<file path="src/exacc_pkg.sv">
// What this block does
// - Rank all exception sources; accept only highest ranked when several coincide.
// - The eight decode-detected exceptions share one equal priority level.
// - General exceptions are accepted in program order, earliest instruction first.
// - With block bit clear, exceptions and interrupts are accepted normally.
// - Non-user-break exception with block bit set becomes manual reset to reset vector.
// - Ordinary interrupt held pending while block bit set, accepted once cleared.
// - Nonmaskable interrupt under block bit is held or accepted per software setting.
// - Return op restores program counter and status word from saved copies.
// - Power-on reset from reset pin low, plus select pin high in one variant.
// - Watchdog overflow with timer mode 1 and reset select 0 gives power-on reset.
// - Power-on reset loads event code 000 and branches to the reset vector.
// - Reset clears vector base, sets privilege, bank, block bits, mask 1111, float enabled.
// - Manual reset from select and reset pins low, or manual pin low with reset high.
// - Watchdog overflow with timer mode 1 and reset select 1 gives manual reset.
// - Manual reset loads event code 020, same initialisation, branches to reset vector.
// - Either reset initialises core and peripherals with the matching defaults.
// - Event code goes to exception register for resets and general, interrupt register otherwise.
package exacc_pkg;
    localparam logic [31:0] RESET_VECTOR = 32'hA000_0000;
    localparam logic [31:0] VBR_RESET = 32'h0000_0000;
    localparam logic [11:0] CODE_POWER_ON = 12'h000;
    localparam logic [11:0] CODE_MANUAL = 12'h020;
    localparam logic [3:0] IMASK_RESET = 4'hF;
    localparam int NSRC = 8;
    localparam int SRC_W = 3;

    typedef struct packed {
        logic md;
        logic rb;
        logic bl;
        logic fd;
        logic [3:0] imask;
    } exacc_sr_t;

    localparam exacc_sr_t SR_RESET = '{md: 1'b1, rb: 1'b1, bl: 1'b1, fd: 1'b0, imask: IMASK_RESET};

    typedef enum logic [1:0] {
        EXACC_RST_NONE = 2'h0,
        EXACC_RST_POWER = 2'h1,
        EXACC_RST_MANUAL = 2'h3
    } exacc_rst_t;

    // One general-exception request: age tag (lower is earlier in program order)
    typedef struct packed {
        logic valid;
        logic [3:0] age;
        logic [2:0] rank;
        logic [11:0] code;
    } exacc_req_t;
endpackage : exacc_pkg

</file>
<file path="src/exacc_flow.sv">
`timescale 1ns/1ps
`default_nettype none
module exacc_flow
    import exacc_pkg::*;
(
    input wire logic mclk,
    input wire logic rst,
    input wire logic variant_mrpin,
    input wire logic reset_pin_n,
    input wire logic reset_kind_select_pin,
    input wire logic manual_reset_pin_n,
    input wire logic wdt_overflow,
    input wire logic watchdog_timer_mode_bit,
    input wire logic overflow_reset_select_bit,
    input wire exacc_req_t gen_req [NSRC],
    input wire logic [31:0] cur_pc,
    input wire logic user_break,
    input wire logic irq_req,
    input wire logic [11:0] irq_code,
    input wire logic nmi_req,
    input wire logic nmi_accept_blocked,
    input wire logic return_from_exception_op,
    input wire logic sw_sr_we,
    input wire exacc_sr_t sw_sr_wdata,
    input wire logic [31:0] exc_offset,
    output exacc_sr_t processor_status_word,
    output logic [31:0] vector_base,
    output logic [31:0] saved_program_counter,
    output exacc_sr_t saved_status_copy,
    output logic [11:0] exception_event_code,
    output logic [11:0] interrupt_event_code,
    output logic branch_valid,
    output logic [31:0] branch_target,
    output logic init_core,
    output logic init_periph_power_on,
    output logic init_periph_manual,
    output logic [SRC_W-1:0] accepted_src,
    output logic gen_accepted,
    output logic irq_accepted,
    output logic nmi_accepted
);
    logic rst_pin_n_s;
    logic sel_s;
    logic mrst_n_s;
    logic gen_any;
    logic [SRC_W-1:0] gen_sel;

    exacc_rstsrc u_rstsrc (
        .mclk(mclk),
        .rst(rst),
        .variant_mrpin(variant_mrpin),
        .reset_pin_n(reset_pin_n),
        .reset_kind_select_pin(reset_kind_select_pin),
        .manual_reset_pin_n(manual_reset_pin_n),
        .rst_pin_n_s(rst_pin_n_s),
        .sel_s(sel_s),
        .mrst_n_s(mrst_n_s)
    );

    exacc_pick #(.N(NSRC)) u_pick (
        .req(gen_req),
        .any(gen_any),
        .sel(gen_sel)
    );

    exacc_sr_t sr_r, sr_nxt;
    exacc_sr_t ssr_r, ssr_nxt;
    logic [31:0] spc_r, spc_nxt;
    logic [31:0] vbr_r, vbr_nxt;
    logic [11:0] exception_event_code_r, exception_event_code_nxt;
    logic [11:0] interrupt_event_code_r, interrupt_event_code_nxt;
    logic br_r, br_nxt;
    logic [31:0] tgt_r, tgt_nxt;
    exacc_rst_t kind_r, kind_nxt;
    logic [SRC_W-1:0] asrc_r, asrc_nxt;
    logic gacc_r, gacc_nxt;
    logic iacc_r, iacc_nxt;
    logic nacc_r, nacc_nxt;

    logic por_cond;
    logic man_cond;
    logic nest_exc;

    always_comb begin
        // Reset sources: pins, watchdog and nested exceptions
        por_cond = (!rst_pin_n_s && sel_s)
            || (wdt_overflow && watchdog_timer_mode_bit && !overflow_reset_select_bit);
        nest_exc = gen_any && sr_r.bl && !user_break;
        man_cond = (!rst_pin_n_s && !sel_s)
            || (!mrst_n_s && rst_pin_n_s)
            || (wdt_overflow && watchdog_timer_mode_bit && overflow_reset_select_bit)
            || nest_exc;

        sr_nxt = sr_r;
        ssr_nxt = ssr_r;
        spc_nxt = spc_r;
        vbr_nxt = vbr_r;
        exception_event_code_nxt = exception_event_code_r;
        interrupt_event_code_nxt = interrupt_event_code_r;
        br_nxt = 1'b0;
        tgt_nxt = tgt_r;
        kind_nxt = EXACC_RST_NONE;
        asrc_nxt = asrc_r;
        gacc_nxt = 1'b0;
        iacc_nxt = 1'b0;
        nacc_nxt = 1'b0;

        // Resets outrank everything; power-on wins a tie
        if (por_cond || man_cond) begin
            kind_nxt = por_cond ? EXACC_RST_POWER : EXACC_RST_MANUAL;
            exception_event_code_nxt = por_cond ? CODE_POWER_ON : CODE_MANUAL;
            vbr_nxt = VBR_RESET;
            sr_nxt = SR_RESET;
            br_nxt = 1'b1;
            tgt_nxt = RESET_VECTOR;
        end else if (gen_any && !sr_r.bl) begin
            // Decode-detected ones share one rank, program order picks
            asrc_nxt = gen_sel;
            gacc_nxt = 1'b1;
            spc_nxt = cur_pc;
            ssr_nxt = sr_r;
            exception_event_code_nxt = gen_req[gen_sel].code;
            sr_nxt.md = 1'b1;
            sr_nxt.rb = 1'b1;
            sr_nxt.bl = 1'b1;
            br_nxt = 1'b1;
            tgt_nxt = vbr_r + exc_offset;
        end else if (nmi_req && (!sr_r.bl || !nmi_accept_blocked)) begin
            nacc_nxt = 1'b1;
            spc_nxt = cur_pc;
            ssr_nxt = sr_r;
            interrupt_event_code_nxt = irq_code;
            sr_nxt.md = 1'b1;
            sr_nxt.rb = 1'b1;
            sr_nxt.bl = 1'b1;
            br_nxt = 1'b1;
            tgt_nxt = vbr_r + exc_offset;
        end else if (irq_req && !sr_r.bl) begin
            // Requester keeps the level up, so blocked ones stay pending
            iacc_nxt = 1'b1;
            spc_nxt = cur_pc;
            ssr_nxt = sr_r;
            interrupt_event_code_nxt = irq_code;
            sr_nxt.md = 1'b1;
            sr_nxt.rb = 1'b1;
            sr_nxt.bl = 1'b1;
            br_nxt = 1'b1;
            tgt_nxt = vbr_r + exc_offset;
        end else if (return_from_exception_op) begin
            // Software must set block bit first if the copies were spilled
            sr_nxt = ssr_r;
            br_nxt = 1'b1;
            tgt_nxt = spc_r;
        end else if (sw_sr_we) begin
            sr_nxt = sw_sr_wdata;
        end
    end

    always_ff @(posedge mclk) begin
        if (rst) begin
            sr_r <= SR_RESET;
            ssr_r <= '0;
            spc_r <= '0;
            vbr_r <= VBR_RESET;
            exception_event_code_r <= CODE_POWER_ON;
            interrupt_event_code_r <= '0;
            br_r <= 1'b0;
            tgt_r <= RESET_VECTOR;
            kind_r <= EXACC_RST_NONE;
            asrc_r <= '0;
            gacc_r <= 1'b0;
            iacc_r <= 1'b0;
            nacc_r <= 1'b0;
        end else begin
            sr_r <= sr_nxt;
            ssr_r <= ssr_nxt;
            spc_r <= spc_nxt;
            vbr_r <= vbr_nxt;
            exception_event_code_r <= exception_event_code_nxt;
            interrupt_event_code_r <= interrupt_event_code_nxt;
            br_r <= br_nxt;
            tgt_r <= tgt_nxt;
            kind_r <= kind_nxt;
            asrc_r <= asrc_nxt;
            gacc_r <= gacc_nxt;
            iacc_r <= iacc_nxt;
            nacc_r <= nacc_nxt;
        end
    end

    assign processor_status_word = sr_r;
    assign vector_base = vbr_r;
    assign saved_program_counter = spc_r;
    assign saved_status_copy = ssr_r;
    assign exception_event_code = exception_event_code_r;
    assign interrupt_event_code = interrupt_event_code_r;
    assign branch_valid = br_r;
    assign branch_target = tgt_r;
    assign init_core = (kind_r != EXACC_RST_NONE);
    assign init_periph_power_on = (kind_r == EXACC_RST_POWER);
    assign init_periph_manual = (kind_r == EXACC_RST_MANUAL);
    assign accepted_src = asrc_r;
    assign gen_accepted = gacc_r;
    assign irq_accepted = iacc_r;
    assign nmi_accepted = nacc_r;

    chk_nest_manual: assert property (@(posedge mclk) disable iff (rst)
        (nest_exc && !por_cond) |=> (exception_event_code_r == CODE_MANUAL && tgt_r == RESET_VECTOR && br_r))
        else $error("nested exception did not give manual reset");
    chk_por_code: assert property (@(posedge mclk) disable iff (rst)
        por_cond |=> (exception_event_code_r == CODE_POWER_ON && init_periph_power_on && br_r))
        else $error("power-on reset code or branch wrong");
    chk_reset_init: assert property (@(posedge mclk) disable iff (rst)
        init_core |-> (sr_r == SR_RESET && vbr_r == VBR_RESET))
        else $error("reset initialisation wrong");
    chk_man_code: assert property (@(posedge mclk) disable iff (rst)
        init_periph_manual |-> (exception_event_code_r == CODE_MANUAL && tgt_r == RESET_VECTOR))
        else $error("manual reset code wrong");
    chk_irq_blocked: assert property (@(posedge mclk) disable iff (rst)
        $past(sr_r.bl) |-> !irq_accepted)
        else $error("interrupt accepted under block bit");
    chk_gen_blocked: assert property (@(posedge mclk) disable iff (rst)
        (gen_any && !sr_r.bl && !por_cond && !man_cond) |=> (gen_accepted && sr_r.bl))
        else $error("general exception not accepted");
    chk_rte_restore: assert property (@(posedge mclk) disable iff (rst)
        (return_from_exception_op && !por_cond && !man_cond && !gen_any && !nmi_req
            && !(irq_req && !sr_r.bl))
        |=> (sr_r == $past(ssr_r) && tgt_r == $past(spc_r) && br_r))
        else $error("return did not restore state");
    chk_por_wins: assert property (@(posedge mclk) disable iff (rst)
        (por_cond && man_cond) |=> init_periph_power_on)
        else $error("manual reset won over power-on");
    chk_wdt_manual: assert property (@(posedge mclk) disable iff (rst)
        (wdt_overflow && watchdog_timer_mode_bit && overflow_reset_select_bit && !por_cond)
        |=> init_periph_manual)
        else $error("watchdog manual reset missing");

    // Pin and watchdog sources each reach the right reset kind
    chk_por_pin: assert property (@(posedge mclk) disable iff (rst)
        (!rst_pin_n_s && sel_s) |=> init_periph_power_on)
        else $error("reset pin did not give power-on reset");
    chk_wdt_por: assert property (@(posedge mclk) disable iff (rst)
        (wdt_overflow && watchdog_timer_mode_bit && !overflow_reset_select_bit)
        |=> init_periph_power_on)
        else $error("watchdog power-on reset missing");
    chk_man_select: assert property (@(posedge mclk) disable iff (rst)
        (!rst_pin_n_s && !sel_s && !por_cond) |=> init_periph_manual)
        else $error("select and reset pins did not give manual reset");
    chk_man_pin: assert property (@(posedge mclk) disable iff (rst)
        (!mrst_n_s && rst_pin_n_s && !por_cond) |=> init_periph_manual)
        else $error("manual pin did not give manual reset");
    chk_reset_starts: assert property (@(posedge mclk) disable iff (rst)
        (por_cond || man_cond) |=> init_core)
        else $error("reset condition without core initialisation");
    chk_reset_vector: assert property (@(posedge mclk) disable iff (rst)
        init_core |-> (br_r && tgt_r == RESET_VECTOR))
        else $error("reset did not branch to the reset vector");
    chk_user_break: assert property (@(posedge mclk) disable iff (rst)
        (gen_any && sr_r.bl && user_break && !por_cond && !man_cond) |=> !init_core)
        else $error("user break under block bit gave a reset");

    // Acceptance: one event per cycle, context saved, codes in the right register
    chk_one_event: assert property (@(posedge mclk) disable iff (rst)
        $onehot0({init_core, gen_accepted, irq_accepted, nmi_accepted}))
        else $error("more than one event taken in a cycle");
    chk_gen_src: assert property (@(posedge mclk) disable iff (rst)
        (gen_any && !sr_r.bl && !por_cond && !man_cond) |=> accepted_src == $past(gen_sel))
        else $error("accepted source differs from the picked one");
    chk_ctx_save: assert property (@(posedge mclk) disable iff (rst)
        gen_accepted |-> (saved_status_copy == $past(sr_r) && sr_r.bl && sr_r.md && sr_r.rb))
        else $error("context not saved on acceptance");
    chk_nmi_held: assert property (@(posedge mclk) disable iff (rst)
        ($past(sr_r.bl) && $past(nmi_accept_blocked)) |-> !nmi_accepted)
        else $error("nonmaskable interrupt taken while held");
    chk_nmi_taken: assert property (@(posedge mclk) disable iff (rst)
        (nmi_req && !nmi_accept_blocked && !por_cond && !man_cond && !gen_any)
        |=> nmi_accepted)
        else $error("nonmaskable interrupt not taken");
    chk_irq_taken: assert property (@(posedge mclk) disable iff (rst)
        (irq_req && !sr_r.bl && !por_cond && !man_cond && !gen_any && !nmi_req)
        |=> irq_accepted)
        else $error("pending interrupt not taken after block bit cleared");
    chk_irq_code: assert property (@(posedge mclk) disable iff (rst)
        (irq_accepted || nmi_accepted) |-> (interrupt_event_code == $past(irq_code)
            && $stable(exception_event_code)))
        else $error("interrupt code in the wrong register");
    chk_gen_code: assert property (@(posedge mclk) disable iff (rst)
        gen_accepted |-> $stable(interrupt_event_code))
        else $error("general exception touched interrupt code");

    // Picker: nothing valid is older than the pick; equal ages fall to rank
    for (genvar g = 0; g < NSRC; g++) begin : g_order
        chk_pick_age: assert property (@(posedge mclk) disable iff (rst)
            gen_req[g].valid |-> (gen_req[gen_sel].valid
                && gen_req[gen_sel].age <= gen_req[g].age))
            else $error("later instruction picked before earlier one");
        chk_pick_rank: assert property (@(posedge mclk) disable iff (rst)
            (gen_req[g].valid && gen_req[g].age == gen_req[gen_sel].age)
            |-> gen_req[gen_sel].rank <= gen_req[g].rank)
            else $error("lower ranked source picked on equal age");
    end
endmodule : exacc_flow
`default_nettype wire

</file>
<file path="src/exacc_pick.sv">
`timescale 1ns/1ps
`default_nettype none
module exacc_pick
    import exacc_pkg::*;
#(
    parameter int N = NSRC
) (
    input wire exacc_req_t req [N],
    output logic any,
    output logic [SRC_W-1:0] sel
);
    // Earliest in program order first, then lowest rank number
    function automatic logic better(input exacc_req_t a, input exacc_req_t b);
        better = a.valid && (!b.valid || a.age < b.age || (a.age == b.age && a.rank < b.rank));
    endfunction : better

    always_comb begin
        any = 1'b0;
        sel = '0;
        for (int i = 0; i < N; i++) begin
            if (better(req[i], req[sel])) begin
                sel = SRC_W'(i);
            end
            any = any | req[i].valid;
        end
    end
endmodule : exacc_pick
`default_nettype wire

</file>
<file path="src/exacc_rstsrc.sv">
`timescale 1ns/1ps
`default_nettype none
module exacc_rstsrc
    import exacc_pkg::*;
(
    input wire logic mclk,
    input wire logic rst,
    input wire logic variant_mrpin,
    input wire logic reset_pin_n,
    input wire logic reset_kind_select_pin,
    input wire logic manual_reset_pin_n,
    output logic rst_pin_n_s,
    output logic sel_s,
    output logic mrst_n_s
);
    logic [2:0] s1_r;
    logic [2:0] s2_r;
    always_ff @(posedge mclk) begin
        if (rst) begin
            s1_r <= 3'h7;
            s2_r <= 3'h7;
        end else begin
            s1_r <= {reset_pin_n, reset_kind_select_pin, manual_reset_pin_n};
            s2_r <= s1_r;
        end
    end
    // Select pin only meaningful in one variant; the other forces it high
    assign rst_pin_n_s = s2_r[2];
    assign sel_s = variant_mrpin ? 1'b1 : s2_r[1];
    assign mrst_n_s = variant_mrpin ? s2_r[0] : 1'b1;
endmodule : exacc_rstsrc
`default_nettype wire

</file>
<file path="config.mk">
export PLATFORM = sky130hd
export DESIGN_NAME = exacc_flow
export DESIGN_NICKNAME = d
export VERILOG_FILES = /design/src/exacc_pkg.sv /design/src/exacc_flow.sv /design/src/exacc_pick.sv /design/src/exacc_rstsrc.sv
export SDC_FILE = /design/constraint.sdc
export NUM_CORES = 1
export LEC_CHECK = 0
export ABC_AREA = 1
export BUFFER_PORTS_ARGS = -buffer_cell sky130_fd_sc_hd__buf_2
export CAP_MARGIN = 40
export CORE_ASPECT_RATIO = 1.4
export CORE_MARGIN = 10
export CORE_UTILIZATION = 42
export DETAILED_ROUTE_END_ITERATION = 6
export GPL_ROUTABILITY_DRIVEN = 1
export PLACE_DENSITY = 0.77
export SLEW_MARGIN = 20
export SYNTH_ARGS = -nofsm -noshare
export SYNTH_HDL_FRONTEND = slang
export SYNTH_SLANG_ARGS = --single-unit
</file>
<file path="constraint.sdc">
create_clock -name mclk -period 14.17 [get_ports mclk]
set_input_delay 4.251 -clock mclk [delete_from_list [all_inputs] [get_ports mclk]]
set_output_delay 4.251 -clock mclk [all_outputs]
set_load 0.005 [all_outputs]
</file>
; ---- Word-level counts from Yosys, hierarchy flattened
; Cells that the tools add are included.
[word_totals]
word_cells = 200
ff_bits = 119
out_inout_bits = 146
in_bits = 259
[classes]
muxes = 56
order_cmp = 21
n_eq_ne = 9
bitwise = 18
n_reduce_logical = 74
[ops]
columns = operator, n
row1 = $bmux W20 S3, 7
row2 = $mux W20, 12
row3 = $mux W32, 7
row4 = $mux W12, 6
row5 = $mux W8, 5
row6 = $eq A4 B4 Y1, 7
row7 = $ge A4 B4 Y1 const B, 7
row8 = $lt A4 B4 Y1, 7
row9 = $not A3 Y4, 7
row10 = $logic_and A1 B1 Y1, 25
row11 = $lt A3 B3 Y1, 7
row12 = $logic_or A1 B1 Y1, 20
row13 = $mux W3, 6
row14 = $logic_not A1 Y1, 14
row15 = $mux W1, 11
row16 = $reduce_bool A2 Y1, 4
row17 = $or A1 B1 Y1, 7
row18 = $mux W6, 1
row19 = $reduce_or A5 Y1, 1
row20 = $not A1 Y1, 4
row21 = $reduce_and A2 Y1, 2
row22 = $reduce_and A4 Y1, 1
row23 = $reduce_bool A4 Y1, 1
row24 = $reduce_or A2 Y1, 2
row25 = 7 further kinds, 7

; ---- Depth between registers and ports, before layout
[depth]
ltp_word = 65
ltp_mapped = 94
mapped_depth_nobuf = 89

; ---- Modules after synthesis
; Synthesis repeated with hierarchy kept, for this count alone.
[hier_totals]
cells_unflattened = 1254
area_unflattened_um2 = 8165.3
[modules_own_cells]
columns = module, instances, cells_each, area_each_um2
row1 = exacc_flow, 1, 775, 5466.5
row2 = exacc_pick, 1, 455, 2511.2
row3 = exacc_rstsrc, 1, 24, 187.7

; ---- Worst setup path before layout
; OpenSTA, ideal clock, no wires.
[synth_timing]
kind = in2reg
start = input gen_req[158] in the netlist's numbering
end = register exception_event_code_r[9] (netlist: exception_event_code[9])
setup_time_ns = 0.109
path_stages = 76
path_slack_ns = -0.835
required_time_ns = 14.061
t_arrival_ns = 14.896
cell_sequence = inv_1 ha_1 nand2_1 nor2_1 nand3_1 nand3_2 nand2_2 inv_1 clkbuf_1 nor2_1 a21oi_1 ha_1 a2111oi_0 nand2_1 nand2_2 nand2_4 clkbuf_1 nand2_1 [40 not listed] clkbuf_1 clkbuf_1 o21ai_0 o21ai_0 a22oi_1 ha_1 a2111oi_0 nand2_1 nand2_2 nand2_4 buf_6 buf_6 nand3_1 nand3_1 nand3_1 nand3_1 nand2_1 inv_1
[synth_between]
elab_chain_cells = 65
elab_cells_between_ends = 91
classes_between = order compare: 13 / eq/ne: 7 / mux: 30 / bitwise: 7 / reduce/logical: 34
[synth_rtl]
columns = element, line
row1 = from (decl), exacc_flow.sv:15  ; input wire exacc_req_t gen_req [NSRC],
row2 = $lt A4 B4 Y1 or $eq A4 B4 Y1 (tied branches), exacc_pick.sv:14  ; better = a.valid && (!b.valid || a.age < b.age || (a.age == b.age && a.rank < b.rank));
row3 = $logic_or A1 B1 Y1 or $logic_and A1 B1 Y1 (tied branches), exacc_pick.sv:14
row4 = $logic_or A1 B1 Y1, exacc_pick.sv:14
row5 = $logic_and A1 B1 Y1, exacc_pick.sv:14
row6 = $mux W1, exacc_pick.sv:21  ; if (better(req[i], req[sel])) begin
row7 = $not A3 Y4 (implied by the code), exacc_pick.sv:21
row8 = $bmux W20 S3, exacc_pick.sv:21
row9 = $mux W20 (implied by the code) (2 in series), exacc_pick.sv:21
row10 = [47 not listed], -
row11 = $logic_or A1 B1 Y1, exacc_pick.sv:14
row12 = $logic_and A1 B1 Y1, exacc_pick.sv:14
row13 = $mux W3 (*), exacc_pick.sv:21
row14 = $not A3 Y4 (implied by the code) (*), exacc_flow.sv:122  ; exception_event_code_nxt = gen_req[gen_sel].code;
row15 = $bmux W20 S3 (*), exacc_flow.sv:122
row16 = $mux W12 (implied by the code) (*) (2 in series), exacc_flow.sv:122
row17 = $mux W12 (*), exacc_flow.sv:116  ; end else if (gen_any && !sr_r.bl) begin
row18 = $mux W12 (*), exacc_flow.sv:109  ; if (por_cond || man_cond) begin
row19 = to (signal assigned), exacc_flow.sv:179  ; exception_event_code_r <= exception_event_code_nxt;
row20 = to (decl), exacc_flow.sv:70  ; logic [11:0] exception_event_code_r, exception_event_code_nxt;
; Every way passes the cells marked *; elsewhere a longest branch is shown, timed or not. The select of a mux whose other input is x is not followed.
; A chain may end at the register's enable or synchronous reset.

; ---- Worst setup path after layout
[layout_timing]
start = input gen_req[155] in the netlist's numbering
end = register exception_event_code_r[0] (netlist: exception_event_code[0])
; The elaborated chain is that of the path after synthesis.

==> results.md <==
- PortBufs: 372
- Full die area: 25220 um2
- Final hold vios: 0
- Data required, critical path: 14470 ps
- Total track usage: 0.3013
- Hold_sp: u_rstsrc.s1_r[0]
- Final min period: 14390 ps
- RSZ-0062 raised after global routing: true
- Startpoint Class: primary input
- Hold Path Depth: 1
- Clk slew on worst S/H paths: 60 ps
- Share of layout cells above drive strength 1: 0.4104
- Pleak: 6.478 nW
- Final instance area: 12540 um2
- WL/cell: 20.85 um
- Fin. max-slew vios: 0
- DP HPWL: 32880 um
- DRC Markers: 0
- Post-route ant nets: 0
- Drt first-iter violations: 955
- H-tree Lvls: 4
- Mean Syn Cell Area: 6.389 um2
- Reg2reg path depth: 11
- Setup violators final: 14
- EDFF count, synth: 0
- Post-Route WL: 42000 um
- Post-Syn Instances: 1262
- R2r setup slk: 11650 ps
- Worst R2R Start: processor_status_word[5]
- Worst path arrival time: 14690 ps
- Die W: 137.1 um
- First-pass GRT wire length: 59790 um
- Worst hold margin: 410.2 ps
- Ys flop type: dfxtp_1
- Pwr Density: 153.9 nW/um2
- Reg2reg end: processor_status_word[0]
- Fmax: 0.06952 GHz
- Status: finished, violations left
- Slowest cell on crit path: ha_2
- Initial core utilization: 0.4300
- Grt ovf: 0
- Area growth from synthesis to layout: 55.49%
- Final GP Congestion: 0.9657
- Root Driver: clkbuf_16
- Largest net degree at the start of global routing: 65
- Row cnt: 59
- Area of the mapped netlist: 8063 um2
- Post-Place Cell Area: 10900 um2
- Hold endpoint: u_rstsrc.s2_r[0]
- Hold WC Path Type: flop to flop
- Setup WS post-layout: -215.4 ps
- MaxCap Viol Count: 0
- Vias in the first global route: 10600
- Max-slew headroom: 0.4238
- Register area share after synthesis: 0.2955
- I/O pin total: 405
- CTS tree: done
- Initial antenna violation count: 2
- Flops & latches, synth: 119
- Finished Core Util: 0.6686
- Most frequent cells in the layout: 361 x buf_2, 277 x nand2_1, 153 x nor2_1, 141 x buf_4, 131 x nand3_1
- CP max FO: 8
- Largest stage delay, worst path: 330 ps
- Final Skew: 12.04 ps
- Clock Path Buffers: 2
- Filler instances: 1734
- Setup TNS: -2246 ps
- Commonest non-fill, non-tap cell in the layout: buf_2
- Synth cell types: 41
- Violations in the final reports: negative setup slack
- Drt pass-1 iters: 5
- Via count: 10950
- Final #Nets: 2057
- Async set-reset flop share out of synthesis: 0
- Setup CP Type: primary input to flop
- Final period utilization: 1.015
- Clock Sinks: 119
- CTS Buf Count: 17
- YS warnings: 0
- Die Height: 183.9 um
- Worst Setup End Kind: flop
- Worst-Margin Slew: 857.7 ps
- Vias per inst: 5.434
- Later-pin clock latency in the skew report: 410 ps
- CORE AREA: 18750 um2
- VDD IR max: 0.09680 mV
- Worst slack, placed: -1016 ps
per-stage QoR:
stage,power [mW],instances
5_1_grt,2.044,2013
3_5_place_dp,1.272,1947
6_report,1.930,2014
3_3_place_gp,1.282,1947
4_1_cts,1.708,1979
2_1_floorplan,0.9132,1293
timing repair:
item,in CTS,in global routing
setup endpoints to repair,15,15
cloned,0,8
pin swaps,1,100
setup buffers,0,26
resized for setup,10,190
hold buffers,0,0
worst max-delay path by stage:
stage,startpoint,slack [ps],end,cells after the start
3_5_place_dp,gen_req[158],-1020,exception_event_code[0],75
3_3_place_gp,gen_req[158],-950,exception_event_code[0],77
2_1_floorplan,gen_req[158],5,exception_event_code[9],75
4_1_cts,gen_req[158],10,exception_event_code[11],75
5_1_grt,gen_req[158],-940,exception_event_code[1],78
6_report,gen_req[155],-220,exception_event_code[0],77
per-layer routing:
metal / wire length (um) / global-route usage / vias to the layer above / part of all wire
met3: 4447 / 0.09491 / 93 / 0.11
met4: 1495 / 0.09848 / 4 / 0.036
met1: 15490 / 0.3458 / 5112 / 0.37
met2: 20530 / 0.5151 / 591 / 0.49
li1: - / - / 5145 / -
met5: 32 / 0 / - / 0.00076
cells in the mapped netlist, types with 4 or more instances:
cell type / instances / area share
a2111oi_0: 6 / 0.0065
a21oi_1: 48 / 0.030
a22oi_1: 4 / 0.0037
a31oi_1: 36 / 0.028
buf_2: 5 / 0.0031
buf_4: 36 / 0.034
clkbuf_1: 46 / 0.021
clkinv_1: 4 / 0.0019
dfxtp_1: 119 / 0.30
ha_1: 42 / 0.065
inv_1: 98 / 0.046
inv_2: 6 / 0.0028
nand2_1: 294 / 0.14
nand2_2: 10 / 0.0078
nand2_4: 8 / 0.011
nand3_1: 145 / 0.090
nor2_1: 172 / 0.080
nor3_1: 6 / 0.0037
o211ai_1: 25 / 0.023
o21ai_0: 102 / 0.063
o31ai_1: 9 / 0.0084
or2_2: 11 / 0.0085
cells by family (layout without fill, tap and decap cells):
group,after synthesis,in the layout,synth area share
flip-flops,119,119,0.2955
adder cells (fa/ha/maj),42,42,0.06518
AND/OR/NAND/NOR,654,657,0.3473
buffers and inverters,202,675,0.1147
other,1,33,0.0004651
AO/OA/AOI/OAI,244,244,0.1769
power breakdown:
part / internal [mW] / switching, mW / total [mW] / leakage (nW)
logic: 0.499 / 0.637 / 1.14 / 5.23
registers: 0.351 / 0.0116 / 0.363 / 0.970
clock network: 0.235 / 0.195 / 0.430 / 0.282
total: 1.09 / 0.844 / 1.93 / 6.48
flip-flops by register name, indices dropped and copies added, names as in the netlist:
name / count
processor_status_word: 8
saved_status_copy: 8
interrupt_event_code: 12
branch_target: 32
nmi_accepted: 1
u_rstsrc.s2_r: 3
u_rstsrc.s1_r: 3
accepted_src: 3
branch_valid: 1
gen_accepted: 1
irq_accepted: 1
kind_r: 2
saved_program_counter: 32
exception_event_code: 12
final cells by class:
| cell class | count | area, um2 | area share |
|---|---|---|---|
| diodes | 1 | 2.502 | 0.0001996 |
| multi-input cells | 975 | 5522 | 0.4404 |
| flip-flops and latches | 119 | 2382 | 0.1900 |
| inverters | 109 | 441.7 | 0.03523 |
| well taps | 244 | 305.3 | 0.02435 |
| clock inverters | 15 | 152.6 | 0.01218 |
| clock buffers | 17 | 425.4 | 0.03393 |
| repair inverters | 1 | 7.507 | 0.0005988 |
| repair buffers | 533 | 3298 | 0.2631 |
worst max-delay path, delay by kind of cell:
kind	cells	cell delay [ps]
and+or+nand+nor	41	3990
AOI/OAI and AO/OA	17	2930
adders and majority gates	7	2080
buffers and inverters	12	1380
(Power assumes the default switching activity.)
